[src/hw/rais_pkg.sv]
// Constants and types shared by the reset and interrupt sequencer
package rais_pkg;
  localparam int NUM_VECTORS = 14;
  localparam int PRI_WIDTH = 2;
  localparam logic [15:0] RESET_VECTOR = 16'hFFFE;
  localparam logic [15:0] TRAP_VECTOR = 16'hFFFC;
  localparam logic [15:0] MASKABLE_VECTOR_TOP = 16'hFFFA;
  localparam int SHORT_DELAY_CYCLES = 256;
  localparam int LONG_DELAY_CYCLES = 4096;
  localparam int FETCH_CYCLES = 2;
  localparam int DELAY_WIDTH = 13;
  // Minimum reset output pulse, in ns, and the cycles it takes at 4 ns
  localparam int CLK_PERIOD_PS = 4000;
  localparam int MIN_RESET_OUT_NS = 20000;
  localparam int MIN_RESET_OUT_CYCLES = (MIN_RESET_OUT_NS * 1000 + CLK_PERIOD_PS - 1) / CLK_PERIOD_PS;
  localparam logic [3:0] ADDR_SYS_INTEGRITY = 4'h0;
  localparam logic [3:0] ADDR_PRIORITY_BASE = 4'h1;
  localparam logic [3:0] ADDR_PENDING_LOW = 4'h5;
  localparam logic [3:0] ADDR_PENDING_HIGH = 4'h6;
  localparam logic [3:0] ADDR_ENABLE_LOW = 4'h7;
  localparam logic [3:0] ADDR_ENABLE_HIGH = 4'h8;
  localparam logic [3:0] ADDR_LEVEL = 4'h9;
  localparam int WATCHDOG_FLAG_BIT = 0;
  localparam logic [7:0] SYS_INTEGRITY_RESET = 8'h00;
  localparam logic [7:0] PRIORITY_RESET = 8'hFF;
  localparam logic [1:0] LEVEL_MAIN = 2'b10;
  localparam logic [1:0] LEVEL_ONE = 2'b01;
  localparam logic [1:0] LEVEL_TWO = 2'b00;
  localparam logic [1:0] LEVEL_DISABLE = 2'b11;
  localparam int LEVEL_HIGH_POS = 5;
  localparam int LEVEL_LOW_POS = 3;
  localparam logic [7:0] CCR_RESET = 8'hEA;
  typedef enum logic [2:0] {
    RST_ACTIVE = 3'b000,
    RST_DELAY = 3'b001,
    RST_FETCH = 3'b010,
    RUN = 3'b011,
    IRQ_WAIT = 3'b100,
    IRQ_STACK = 3'b101,
    IRQ_VECTOR = 3'b110
  } seq_state_e;
endpackage

[src/hw/priority_link.sv]
// Interface carrying the arbiter's request and answer between modules
`timescale 1ns/1ps
`default_nettype none
interface priority_link #(parameter int N = 14);
  logic [N-1:0] request;
  logic [2*N-1:0] priority_field;
  logic [1:0] current_level;
  logic found;
  logic [$clog2(N)-1:0] winner;
  logic [1:0] winner_level;
  modport arbiter (input request, input priority_field, input current_level,
                   output found, output winner, output winner_level);
  modport client (output request, output priority_field, output current_level,
                  input found, input winner, input winner_level);
endinterface
`default_nettype wire

[src/hw/priority_arbiter.sv]
// Picks one pending maskable vector by software then hardware priority
`timescale 1ns/1ps
`default_nettype none
module priority_arbiter #(
  parameter int N = 14
) (
  priority_link.arbiter link
);
  import rais_pkg::*;

  // Rank maps the level encoding onto a plain order: main 0 up to disable 3
  function automatic logic [1:0] rank(input logic [1:0] code);
    logic [1:0] r;
    r = 2'd0;
    unique case (code)
      LEVEL_MAIN: r = 2'd0;
      LEVEL_ONE: r = 2'd1;
      LEVEL_TWO: r = 2'd2;
      LEVEL_DISABLE: r = 2'd3;
    endcase
    return r;
  endfunction

  logic [1:0] best_rank;
  logic best_found;
  logic [$clog2(N)-1:0] best_index;
  logic [1:0] best_code;

  // Lower index is the higher hardware priority; strict compare keeps it on ties
  always_comb begin
    best_rank = 2'd0;
    best_found = 1'b0;
    best_index = '0;
    best_code = LEVEL_MAIN;
    for (int i = 0; i < N; i++) begin
      if (link.request[i] &&
          rank(link.priority_field[2*i +: 2]) > rank(link.current_level) &&
          (!best_found || rank(link.priority_field[2*i +: 2]) > best_rank)) begin
        best_found = 1'b1;
        best_rank = rank(link.priority_field[2*i +: 2]);
        best_index = i[$clog2(N)-1:0];
        best_code = link.priority_field[2*i +: 2];
      end
    end
  end

  assign link.found = best_found;
  assign link.winner = best_index;
  assign link.winner_level = best_code;
endmodule
`default_nettype wire

[src/hw/reset_and_interrupt_sequencer.sv]
// Reset sequencer and nested interrupt entry for the 8-bit core
// Summary of operation
// - External pin and watchdog both trigger reset
// - Reset pin held low through delay
// - Reset handler address fetched from top vector
// - Active, 256/4096 delay, then vector fetch
// - Vector fetch lasts exactly two cycles
// - Oscillator keeps running during reset
// - External reset low detected without clock; the code samples the pin through two core_clk flops
// - Watchdog underflow drives pin low minimum width
// - Watchdog flag set by hardware, cleared writing zero
// - Current instruction finishes before interrupt entry
// - Entry stacks program counter, index, accumulator, flags
// - Entry loads level from vector priority
// - Program counter loaded with serviced vector
// - Return restores saved level from stack
// - Level codes 10,01,00,11 mean 0..3
// - Highest software, then hardware priority wins
// - Unserviced requests stay latched pending
// - Unique hardware priority gives single winner
// - Reset and trap outrank all maskable sources
// - Sixteen vectors at top, ordered by priority
// - Maskable needs enable and strictly higher level
// - Non-maskable entry sets level three
// - Level-0 writes to priority fields ignored
//
// The address map and the strobed register port were left to the implementer.
`timescale 1ns/1ps
`default_nettype none
module reset_and_interrupt_sequencer #(
  parameter int N = rais_pkg::NUM_VECTORS,
  parameter int LONG_DELAY = rais_pkg::LONG_DELAY_CYCLES
) (
  input wire logic core_clk,
  input wire logic reset_n,
  input wire logic reset_pin_in,
  output logic reset_pin_out,
  output logic reset_pin_oe,
  input wire logic watchdog_underflow,
  input wire logic long_delay_option,
  output logic oscillator_enable,
  output logic core_reset,
  input wire logic [N-1:0] irq_level,
  input wire logic [N-1:0] irq_edge_pulse,
  input wire logic trap_request,
  input wire logic instruction_boundary,
  input wire logic return_from_handler,
  input wire logic [7:0] stacked_condition_code,
  input wire logic [15:0] program_counter,
  input wire logic [7:0] index_x,
  input wire logic [7:0] accumulator,
  input wire logic [7:0] condition_code_register,
  output logic stack_push,
  output logic [7:0] stack_data,
  output logic load_program_counter,
  output logic [15:0] vector_address,
  output logic [1:0] priority_level,
  output logic handler_start,
  input wire logic [3:0] reg_addr,
  input wire logic [7:0] reg_wdata,
  input wire logic reg_write,
  input wire logic reg_read,
  output logic [7:0] reg_rdata
);
  import rais_pkg::*;

  localparam int IDX_W = $clog2(N);
  localparam int PRIO_REGS = (N + 3) / 4;

  seq_state_e state;
  seq_state_e next_state;

  // Own pull delayed like the pin, so it never reads as a cause
  logic pin_meta;
  logic pin_sync;
  logic drive_meta;
  logic drive_sync;
  logic ext_reset_seen;
  logic watchdog_reset;
  logic [DELAY_WIDTH-1:0] delay_count;
  logic [DELAY_WIDTH-1:0] delay_target;
  logic [15:0] pulse_count;
  logic cause_active;
  logic [1:0] fetch_count;

  logic [7:0] sys_integrity;
  logic [2*N-1:0] priority_field;
  logic [N-1:0] pending;
  logic [N-1:0] enable;
  logic [1:0] level;
  logic [2:0] stack_step;
  logic trap_pending;
  logic trap_taken;
  logic [IDX_W-1:0] serviced;
  logic [1:0] serviced_level;
  logic take_entry;

  priority_link #(.N(N)) arb_link ();

  priority_arbiter #(.N(N)) arbiter (
    .link(arb_link.arbiter)
  );

  assign arb_link.request = pending & enable;
  assign arb_link.priority_field = priority_field;
  assign arb_link.current_level = level;

  // A low reset_n loads the pin flops with 0 and the drive flops with 1 at once; the pin itself is sampled on core_clk
  always_ff @(posedge core_clk or negedge reset_n) begin
    if (!reset_n) begin
      pin_meta <= 1'b0;
      pin_sync <= 1'b0;
      drive_meta <= 1'b1;
      drive_sync <= 1'b1;
    end else begin
      pin_meta <= reset_pin_in;
      pin_sync <= pin_meta;
      drive_meta <= reset_pin_oe;
      drive_sync <= drive_meta;
    end
  end

  assign ext_reset_seen = !pin_sync && !drive_sync;
  assign cause_active = ext_reset_seen || watchdog_underflow || (pulse_count != 16'd0);
  assign delay_target = long_delay_option ? DELAY_WIDTH'(LONG_DELAY - 1)
                                          : DELAY_WIDTH'(SHORT_DELAY_CYCLES - 1);

  // Watchdog underflow stretches into a minimum-width pin pulse
  always_ff @(posedge core_clk or negedge reset_n) begin
    if (!reset_n) begin
      pulse_count <= 16'd0;
    end else if (watchdog_underflow) begin
      pulse_count <= 16'(MIN_RESET_OUT_CYCLES);
    end else if (pulse_count != 16'd0) begin
      pulse_count <= pulse_count - 16'd1;
    end
  end
  assign watchdog_reset = watchdog_underflow;

  always_comb begin
    next_state = state;
    unique case (state)
      RST_ACTIVE: if (!cause_active) next_state = RST_DELAY;
      RST_DELAY: begin
        if (cause_active) begin
          next_state = RST_ACTIVE;
        end else if (delay_count == delay_target) begin
          next_state = RST_FETCH;
        end
      end
      RST_FETCH: begin
        if (cause_active) begin
          next_state = RST_ACTIVE;
        end else if (fetch_count == 2'(FETCH_CYCLES - 1)) begin
          next_state = RUN;
        end
      end
      RUN: if (cause_active) next_state = RST_ACTIVE; else if (take_entry) next_state = IRQ_STACK;
      IRQ_STACK: begin
        if (cause_active) begin
          next_state = RST_ACTIVE;
        end else if (stack_step == 3'd4) begin
          next_state = IRQ_VECTOR;
        end
      end
      IRQ_VECTOR: next_state = cause_active ? RST_ACTIVE : RUN;
      default: next_state = RST_ACTIVE;
    endcase
  end

  // Trap and maskable entry only at an instruction boundary
  assign take_entry = instruction_boundary && (trap_pending || arb_link.found);

  always_ff @(posedge core_clk or negedge reset_n) begin
    if (!reset_n) begin
      state <= RST_ACTIVE;
      delay_count <= '0;
      fetch_count <= 2'd0;
    end else begin
      state <= next_state;
      delay_count <= (state == RST_DELAY && !cause_active) ? delay_count + 1'b1 : '0;
      fetch_count <= (state == RST_FETCH) ? fetch_count + 2'd1 : 2'd0;
    end
  end

  // Pin stays driven low until the delay ends, whatever the cause
  assign reset_pin_oe = (state == RST_ACTIVE) || (state == RST_DELAY) || (pulse_count != 16'd0);
  assign reset_pin_out = 1'b0;
  assign oscillator_enable = 1'b1;
  assign core_reset = (state == RST_ACTIVE) || (state == RST_DELAY);

  // Watchdog flag: set wins over a clearing write in the same cycle
  always_ff @(posedge core_clk or negedge reset_n) begin
    if (!reset_n) begin
      sys_integrity <= SYS_INTEGRITY_RESET;
    end else if (watchdog_reset) begin
      sys_integrity[WATCHDOG_FLAG_BIT] <= 1'b1;
    end else if (reg_write && reg_addr == ADDR_SYS_INTEGRITY && !reg_wdata[WATCHDOG_FLAG_BIT]) begin
      sys_integrity[WATCHDOG_FLAG_BIT] <= 1'b0;
    end
  end

  // Priority fields: a level-0 code in any pair keeps the old pair
  always_ff @(posedge core_clk or negedge reset_n) begin
    if (!reset_n) begin
      priority_field <= {N{LEVEL_DISABLE}};
    end else begin
      for (int r = 0; r < PRIO_REGS; r++) begin
        if (reg_write && reg_addr == 4'(ADDR_PRIORITY_BASE + r)) begin
          for (int p = 0; p < 4; p++) begin
            if (4 * r + p < N && reg_wdata[2*p +: 2] != LEVEL_MAIN) begin
              priority_field[2*(4*r+p) +: 2] <= reg_wdata[2*p +: 2];
            end
          end
        end
      end
    end
  end

  always_ff @(posedge core_clk or negedge reset_n) begin
    if (!reset_n) begin
      enable <= '0;
    end else if (reg_write && reg_addr == ADDR_ENABLE_LOW) begin
      enable[7:0] <= reg_wdata;
    end else if (reg_write && reg_addr == ADDR_ENABLE_HIGH) begin
      enable[N-1:8] <= reg_wdata[N-9:0];
    end
  end

  // Pending latch; a new edge in the taking cycle survives the clear
  always_ff @(posedge core_clk or negedge reset_n) begin
    if (!reset_n) begin
      pending <= '0;
      trap_pending <= 1'b0;
    end else begin
      for (int i = 0; i < N; i++) begin
        if (irq_edge_pulse[i] || irq_level[i]) begin
          pending[i] <= 1'b1;
        end else if (state == RUN && take_entry && !trap_pending && arb_link.winner == IDX_W'(i)) begin
          pending[i] <= 1'b0;
        end
      end
      if (trap_request) begin
        trap_pending <= 1'b1;
      end else if (state == RUN && take_entry && trap_pending) begin
        trap_pending <= 1'b0;
      end
    end
  end

  // Level follows reset, entry, and return; trap outranks maskable
  always_ff @(posedge core_clk or negedge reset_n) begin
    if (!reset_n) begin
      level <= LEVEL_DISABLE;
      serviced <= '0;
      serviced_level <= LEVEL_DISABLE;
      trap_taken <= 1'b0;
      stack_step <= 3'd0;
    end else begin
      if (state == RUN && take_entry) begin
        trap_taken <= trap_pending;
        serviced <= arb_link.winner;
        serviced_level <= trap_pending ? LEVEL_DISABLE : arb_link.winner_level;
      end
      stack_step <= (state == IRQ_STACK) ? stack_step + 3'd1 : 3'd0;
      if (core_reset) begin
        level <= LEVEL_DISABLE;
      end else if (state == IRQ_VECTOR) begin
        level <= serviced_level;
      end else if (state == RUN && return_from_handler) begin
        level <= {stacked_condition_code[LEVEL_HIGH_POS], stacked_condition_code[LEVEL_LOW_POS]};
      end
    end
  end

  // Stack order: low PC, high PC, X, A, flags
  always_ff @(posedge core_clk or negedge reset_n) begin
    if (!reset_n) begin
      stack_push <= 1'b0;
      stack_data <= 8'h00;
    end else begin
      stack_push <= (state == IRQ_STACK);
      unique case (stack_step)
        3'd0: stack_data <= program_counter[7:0];
        3'd1: stack_data <= program_counter[15:8];
        3'd2: stack_data <= index_x;
        3'd3: stack_data <= accumulator;
        default: stack_data <= condition_code_register;
      endcase
    end
  end

  // Maskable vectors step down two bytes
  always_ff @(posedge core_clk or negedge reset_n) begin
    if (!reset_n) begin
      vector_address <= RESET_VECTOR;
      load_program_counter <= 1'b0;
      handler_start <= 1'b0;
    end else begin
      load_program_counter <= (state == IRQ_VECTOR) || (state == RST_FETCH && next_state == RUN);
      handler_start <= load_program_counter;
      if (state == RST_FETCH || core_reset) begin
        vector_address <= RESET_VECTOR;
      end else if (state == IRQ_VECTOR) begin
        vector_address <= trap_taken ? TRAP_VECTOR
                        : MASKABLE_VECTOR_TOP - {11'd0, serviced, 1'b0};
      end
    end
  end

  assign priority_level = level;

  // Read data one cycle late; reserved bits zero, unused priority pairs read 11
  logic [7:0] next_rdata;
  always_comb begin
    next_rdata = 8'h00;
    if (reg_addr == ADDR_SYS_INTEGRITY) begin
      next_rdata = {7'd0, sys_integrity[WATCHDOG_FLAG_BIT]};
    end else if (reg_addr >= ADDR_PRIORITY_BASE && reg_addr < 4'(ADDR_PRIORITY_BASE + PRIO_REGS)) begin
      for (int r = 0; r < PRIO_REGS; r++) begin
        if (reg_addr == 4'(ADDR_PRIORITY_BASE + r)) begin
          for (int p = 0; p < 4; p++) begin
            next_rdata[2*p +: 2] = (4 * r + p < N) ? priority_field[2*((4*r+p) % N) +: 2] : LEVEL_DISABLE;
          end
        end
      end
    end else if (reg_addr == ADDR_PENDING_LOW) begin
      next_rdata = pending[7:0];
    end else if (reg_addr == ADDR_PENDING_HIGH) begin
      next_rdata = {{(16 - N){1'b0}}, pending[N-1:8]};
    end else if (reg_addr == ADDR_ENABLE_LOW) begin
      next_rdata = enable[7:0];
    end else if (reg_addr == ADDR_ENABLE_HIGH) begin
      next_rdata = {{(16 - N){1'b0}}, enable[N-1:8]};
    end else if (reg_addr == ADDR_LEVEL) begin
      next_rdata = {6'd0, level};
    end
  end

  always_ff @(posedge core_clk or negedge reset_n) begin
    if (!reset_n) begin
      reg_rdata <= 8'h00;
    end else begin
      reg_rdata <= reg_read ? next_rdata : 8'h00;
    end
  end
endmodule
`default_nettype wire

[config.mk]
export PLATFORM = sky130hd
export DESIGN_NAME = reset_and_interrupt_sequencer
export DESIGN_NICKNAME = d
export VERILOG_FILES = /design/src/hw/rais_pkg.sv /design/src/hw/priority_link.sv /design/src/hw/priority_arbiter.sv /design/src/hw/reset_and_interrupt_sequencer.sv
export SDC_FILE = /design/constraint.sdc
export NUM_CORES = 1
export LEC_CHECK = 0
export ABC_AREA = 1
export BUFFER_PORTS_ARGS = -buffer_cell sky130_fd_sc_hd__buf_2
export CORE_MARGIN = 2
export CORE_UTILIZATION = 54
export CTS_BUF_LIST = sky130_fd_sc_hd__clkbuf_8
export DETAILED_ROUTE_END_ITERATION = 12
export HOLD_SLACK_MARGIN = 0.1
export PLACE_DENSITY = 0.75
export REMOVE_ABC_BUFFERS = 1
export SLEW_MARGIN = 20
export SYNTH_ARGS = -nofsm -noshare
export SYNTH_HDL_FRONTEND = slang
export SYNTH_HIERARCHICAL = 1
export SYNTH_SLANG_ARGS = --single-unit
export TNS_END_PERCENT = 30
[constraint.sdc]
create_clock -name core_clk -period 14.7 [get_ports core_clk]
set_clock_uncertainty 0.15 [all_clocks]
set_input_delay 2.94 -clock core_clk [delete_from_list [all_inputs] [get_ports core_clk]]
set_output_delay 2.94 -clock core_clk [all_outputs]
set_load 0.02 [all_outputs]
== After elaboration in Yosys (flattened, before gate mapping) ==
Cells that the tools add are included.
Widths: inputs -> output; s select.

* Bits of input ports: 98
* Logic and storage cells: 472
* Bits in registers: 143

* Reductions and logical operators: 164
* Bitwise logic cells: 2
* Eq/ne operators: 83
* Add/sub/neg operators: 5
* Magnitude comparators: 29
* Mux-type cells: 138

{| class="wikitable"
|+ Operators by type and width
! operator !! number
|-
| $pmux 2 s4 || 15
|-
| $mux 16 || 5
|-
| $mux 8 || 10
|-
| $mux 2 || 36
|-
| $eq 2x2->1 const B || 30
|-
| $logic_and 1x1->1 || 58
|-
| $gt 2x2->1 || 27
|-
| $mux 1 || 47
|-
| $mux 3 || 14
|-
| $reduce_bool 2->1 || 18
|-
| $logic_or 1x1->1 || 34
|-
| $eq 2x1->1 const B || 16
|-
| $eq 4x3->1 const B || 8
|-
| $eq 4x4->1 const B || 8
|-
| $pmux 8 s4 || 1
|-
| $logic_not 2->1 || 15
|-
| $reduce_and 2->1 || 15
|-
| $mux 4 || 6
|-
| $logic_not 1->1 || 18
|-
| $pmux 3 s6 || 1
|-
| $eq 4x2->1 const B || 4
|-
| $reduce_bool 16->1 || 1
|-
| $sub 16x1->16 const B || 1
|-
| $eq 3x2->1 const B || 5
|-
| other kinds (19) || 28
|}

== Longest topological paths before layout ==
* Depth after elaboration: 65
* Mapped depth: 122
* Depth with buffers taken out: 121

== Modules after synthesis ==
The synthesis kept the hierarchy.

{| class="wikitable"
|+ By module, submodules not included
! module !! area each (µm²) !! cells each !! instances
|-
| reset_and_interrupt_sequencer || 6900.4 || 887 || 1
|-
| priority_arbiter || 2939.1 || 453 || 1
|}

== Worst setup path after synthesis ==
No wires, ideal clock.

* Path type: reg-to-reg
* Start point: register level[0], in the netlist priority_level[0]
* End point: register pending[1]
* Path slack: -0.684 ns
* Data required time: 14.427 ns
* Arrival: 15.111 ns
* Stages on the path, launching flop included: 114
* Library setup time: 0.123 ns
* Path through: dfstp_2 inv_1 ha_1 nor2_1 ha_1 nand2_1 nand2_2 inv_2 nand2_4 nor2_1 inv_1 ha_1 inv_1 o21bai_1 nand2_1 nand2_1 nand2_1 nand2_1 [... 78 more ...] o21ai_0 nand2_1 nand2_1 or2_2 nand2_1 ha_1 inv_1 nor2_1 o21ai_0 o21ai_0 nand2_1 nand2_1 inv_1 nand4_1 nor2_1 nand2_1 o21ai_0 nand2_1

{| class="wikitable"
|+ RTL lines
! what !! RTL line !! source
|-
| start: declaration || reset_and_interrupt_sequencer.sv:90 || <nowiki>logic [1:0] level;</nowiki>
|-
| start signal: assignment || reset_and_interrupt_sequencer.sv:269 || <nowiki>level <= serviced_level;</nowiki>
|-
| start signal: assignment || reset_and_interrupt_sequencer.sv:271 || <nowiki>level <= {stacked_condition_code[LEVEL_HIGH_POS], stacked_condition_code[LEVEL_LOW_POS]};</nowiki>
|-
| $eq 2x2->1 (tied with other cells) || priority_arbiter.sv:15 || <nowiki>unique case (code)</nowiki>
|-
| $pmux 2 s4 * || priority_arbiter.sv:15 ||
|-
| $gt 2x2->1 || priority_arbiter.sv:37 || <nowiki>rank(link.priority_field[2*i +: 2]) > rank(link.current_level) &&</nowiki>
|-
| $logic_and 1x1->1 || priority_arbiter.sv:36 || <nowiki>if (link.request[i] &&</nowiki>
|-
| $mux 2 / $mux 1 (equally long branches) || priority_arbiter.sv:36 ||
|-
| $gt 2x2->1 / $logic_not 1->1 (equally long branches) || priority_arbiter.sv:38 || <nowiki>(!best_found || rank(link.priority_field[2*i +: 2]) > best_rank)) begin</nowiki>
|-
| $logic_or 1x1->1 || priority_arbiter.sv:38 ||
|-
| $logic_and 1x1->1 || priority_arbiter.sv:37 ||
|-
| [... 45 more ...] || -- ||
|-
| $gt 2x2->1 / $logic_not 1->1 (equally long branches) || priority_arbiter.sv:38 ||
|-
| $logic_or 1x1->1 || priority_arbiter.sv:38 ||
|-
| $logic_and 1x1->1 || priority_arbiter.sv:37 ||
|-
| $mux 4 * || priority_arbiter.sv:36 ||
|-
| via arb_link.winner[3] || priority_link.sv:9 || <nowiki>logic [$clog2(N)-1:0] winner;</nowiki>
|-
| $eq 4x1->1 * || reset_and_interrupt_sequencer.sv:239 || <nowiki>end else if (state == RUN && take_entry && !trap_pending && arb_link.winner == IDX_W'(i)) begin</nowiki>
|-
| $logic_and 1x1->1 * || reset_and_interrupt_sequencer.sv:239 ||
|-
| $reduce_bool 2->1 (no line) * || -- ||
|-
| end signal: assignment || reset_and_interrupt_sequencer.sv:233 || <nowiki>pending <= '0;</nowiki>
|-
| end signal: indexed assignment || reset_and_interrupt_sequencer.sv:238 || <nowiki>pending[i] <= 1'b1;</nowiki>
|-
| end signal: indexed assignment || reset_and_interrupt_sequencer.sv:240 || <nowiki>pending[i] <= 1'b0;</nowiki>
|-
| end: declaration || reset_and_interrupt_sequencer.sv:88 || <nowiki>logic [N-1:0] pending;</nowiki>
|}

Mark *: on every way through the listed nets, which the timed path passes. The rest lies on a longest branch.
A chain may end at the register's enable or synchronous reset.

== Worst setup path after layout ==
* Start point: register level[0], in the netlist priority_level[0]
* End point: register pending[4]

{| class="wikitable"
|+ RTL lines
! what !! RTL line
|-
| $eq 2x2->1 (tied with other cells) || priority_arbiter.sv:15
|-
| $pmux 2 s4 * || priority_arbiter.sv:15
|-
| $gt 2x2->1 || priority_arbiter.sv:37
|-
| $logic_and 1x1->1 || priority_arbiter.sv:36
|-
| $mux 2 / $mux 1 (equally long branches) || priority_arbiter.sv:36
|-
| $gt 2x2->1 / $logic_not 1->1 (equally long branches) || priority_arbiter.sv:38
|-
| $logic_or 1x1->1 || priority_arbiter.sv:38
|-
| $logic_and 1x1->1 || priority_arbiter.sv:37
|-
| [... 45 more ...] || --
|-
| $gt 2x2->1 / $logic_not 1->1 (equally long branches) || priority_arbiter.sv:38
|-
| $logic_or 1x1->1 || priority_arbiter.sv:38
|-
| $logic_and 1x1->1 || priority_arbiter.sv:37
|-
| $mux 4 * || priority_arbiter.sv:36
|-
| via arb_link.winner[3] || priority_link.sv:9
|-
| $eq 4x3->1 * || reset_and_interrupt_sequencer.sv:239
|-
| $logic_and 1x1->1 * || reset_and_interrupt_sequencer.sv:239
|-
| $reduce_bool 2->1 (no line) * || --
|}

Marked as above.

==> key figures <==
Synth
  • Post-synth EDFFs: 0
  • Seq cells post-synth: 132
  • Yosys top cell area share: 23.7%
  • Top cells by area, synth: dfrtp_1, nand2_1, ha_1, dfstp_2, inv_1
  • Register area share after synthesis: 34.1%
  • Synth Instances: 1340
  • Netlist Area Pre-Place: 9840 sq um
  • Count of cell types in the netlist: 53
  • Synth Flop Type: dfrtp_1
  • Ys Warns: 6
  • Ys async rst share: 100%
  • Avg Inst Size Synth: 7.34 sq um
  • Area leader, netlist: dfrtp_1

Global routing
  • Grt total ovfl: 0
  • Largest net degree at the start of global routing: 80
  • Initial antenna violation count: 1
  • Vias in the first global route: 8968
  • GRT Total Usage: 27.7%
  • First-pass GRT wire length: 43400 um

Layout
  • Leading cell types in the layout, fill and taps excluded: nand2_1, inv_1, nor2_1
  • Most common cell after layout, fill and taps aside: nand2_1
  • Area grow syn2layout: 27.0%
  • # nets final: 1783
  • Utilization after layout: 69.8%
  • Layout cells sized above 1: 31.0%

Placement
  • IO buf count: 119
  • Dpl hpwl: 20200 um
  • Placer congestion estimate: 0.937

Pwr
  • Net Sw Power: 687 uW
  • Pwr Density: 130 nW/um^2
  • Clock power share: 18.0%
  • Sw frac: 42.2%
  • Int Pwr: 941 uW
  • Pwr Total: 1.63 mW
  • Pleak: 6.45 nW
  • Worst vdd ir: 71.2 uV
  • Combinational power share: 54.6%
  • Sequential share of power: 27.4%

Setup path
  • Critical path capture point type: register
  • Req. time, crit path: 14900 ps
  • Crit-path most repeated cell: nand2_2
  • CP max FO: 6
  • Biggest cell delay along the critical path: 600 ps
  • Worst path top cell family by delay: simple AND/OR/NAND/NOR gates
  • Worst path bufs/invs: 17
  • CP Class: register to register
  • Data arrival time of the critical path: 14740 ps
  • Highest-delay cell along the critical path: dfstp_2
  • Startpoint types: register

Timing
  • Slew HR: 33.9%
  • Fin crit share: 98.9%
  • Hold_ws: 210 ps
  • Worst Tran Pin Value: 992 ps
  • Post-layout min period: 14530 ps
  • Max Slew Vio Count: 0
  • Final Hold Fails: 0
  • Fmax: 68.8 MHz
  • Final setup vio count: 0
  • Unrepaired setup endpoints after global routing: yes

Route
  • DRC marker count from the first detailed-route iteration: 672
  • Residual DRC: 0
  • Antenna-violating nets left: 0
  • Drt first pass iters: 8
  • Via Count: 9654
  • Routed wire per std cell: 15.2 um
  • Vias per Instance: 5.29
  • Drt total wl: 27700 um

Clock tree
  • Num Clock Sinks: 132
  • CTS tree: yes
  • H-tree depth: 4
  • CTS Root Cell: clkbuf_8
  • Number of CTS-inserted buffers: 17
  • Reg clk slew, reported paths: 90 ps
  • Clk_lat worst skew: 460 ps
  • # hold bufs at CTS: 0
  • CTS max path bufs: 2

Floorplan
  • Full die area: 19300 sq um
  • Die Width: 139 um
  • Initial Util: 55.0%
  • Core Area: 17900 sq um
  • Die Y: 139 um
  • # rows: 49
  • I/O pin total: 139

Flow run
  • Number of max-cap violations: 0

Outcome
  • Outcome: finished clean

Worst hold path
  • HP Class: register to register
cell families (layout without fill, tap and decap cells):
group	after synthesis	in the layout	share of synthesized area, %
other	2	15	0.0763
xor gates and xnor gates	10	10	0.890
adders and majority gates	103	103	13.1
AOI/OAI and AO/OA	200	200	11.9
buffers and inverters	230	474	9.45
muxes	2	2	0.229
and+or+nand+nor	661	661	30.3
DFF	132	132	34.1
metal layers:
layer,GRT usage (%),wire length [um]
met1,39.0,12300
met2,43.8,12900
met5,0,0
met4,7.39,614
met3,5.59,1980
cell type report:
type,count,area (sq um)
Inverter,207,786
Sequential cell,132,3350
Antenna cell,2,5.00
Fill cell,1451,5410
Tap cell,229,287
Multi-Input combinational cell,989,6180
Clock inverter,15,130
Timing Repair Buffer,235,1520
Clock buffer,17,234
flip-flops by register name, summed over array words and instances, names as in the netlist, 5 cells and up:
signal	flops
pending	14
pulse_count	16
reg_rdata	8
enable	14
vector_address	5
stack_data	8
arb_link.priority_field	28
delay_count	13
timing repair:
action / in CTS / in global routing
setup endpoints to repair: 20 / 20
setup buffers: 15 / 31
pin swaps: 15 / 96
gates resized for setup: 62 / 119
power groups by stage:
stage	sequential, mW	combinational, mW	clock, mW
5_1_grt	0.453	0.980	0.314
4_1_cts	0.446	0.683	0.297
6_report	0.447	0.889	0.293
2_1_floorplan	0.446	0.416	0
3_3_place_gp	0.450	0.605	0
3_5_place_dp	0.452	0.628	0
Yosys cell counts (2+ instances only):
cell type	n
o21bai_1	15
inv_1	193
buf_2	4
o31ai_1	2
nand4_1	8
o21ai_1	17
or2_0	3
nor3_2	6
ha_1	103
dfstp_2	39
and2_1	5
nand2_1	345
conb_1	2
clkbuf_1	3
dfrtp_1	93
a31o_1	2
or2_2	8
o21a_1	2
a221oi_1	8
nand2_4	12
nand3b_1	3
nor3_1	13
buf_4	14
nand3_1	61
nor2_4	8
a31oi_1	2
nor2_1	148
inv_2	13
nand2_2	18
a21oi_1	33
mux2_1	2
nand3_2	7
a22oi_1	9
o21ai_0	88
o211ai_1	13
xor2_1	9
or2_1	3
o22ai_1	3
or3_1	2
nor2_2	8
worst paths after layout:
kind                                        start  cells past startpoint  slack [ps]        endpoint
worst max-delay path            priority_level[0]                    116         170      pending[4]
worst min-delay path                     pin_meta                      0         210        pin_sync
worst max register to register  priority_level[0]                    116         170      pending[4]
worst min register to register           pin_meta                      0         210        pin_sync
max in group asynchronous                 reset_n                      2       10770      pending[1]
min in group asynchronous                 reset_n                      1        2270  delay_count[6]
metrics by stage:
| stage | TNS, ps | area [sq um] | cells | worst slack, ps |
|---|---|---|---|---|
| 2_1_floorplan | -9160 | 9730 | 1328 | -640 |
| 3_3_place_gp | -15550 | 11100 | 1746 | -1000 |
| 3_5_place_dp | -24840 | 11100 | 1746 | -1460 |
| 4_1_cts | 0 | 11800 | 1793 | 25.3 |
| 5_1_grt | -9950 | 12500 | 1825 | -669 |
| 6_report | 0 | 12500 | 1826 | 166 |
Power figures use the tool's default switching activity.
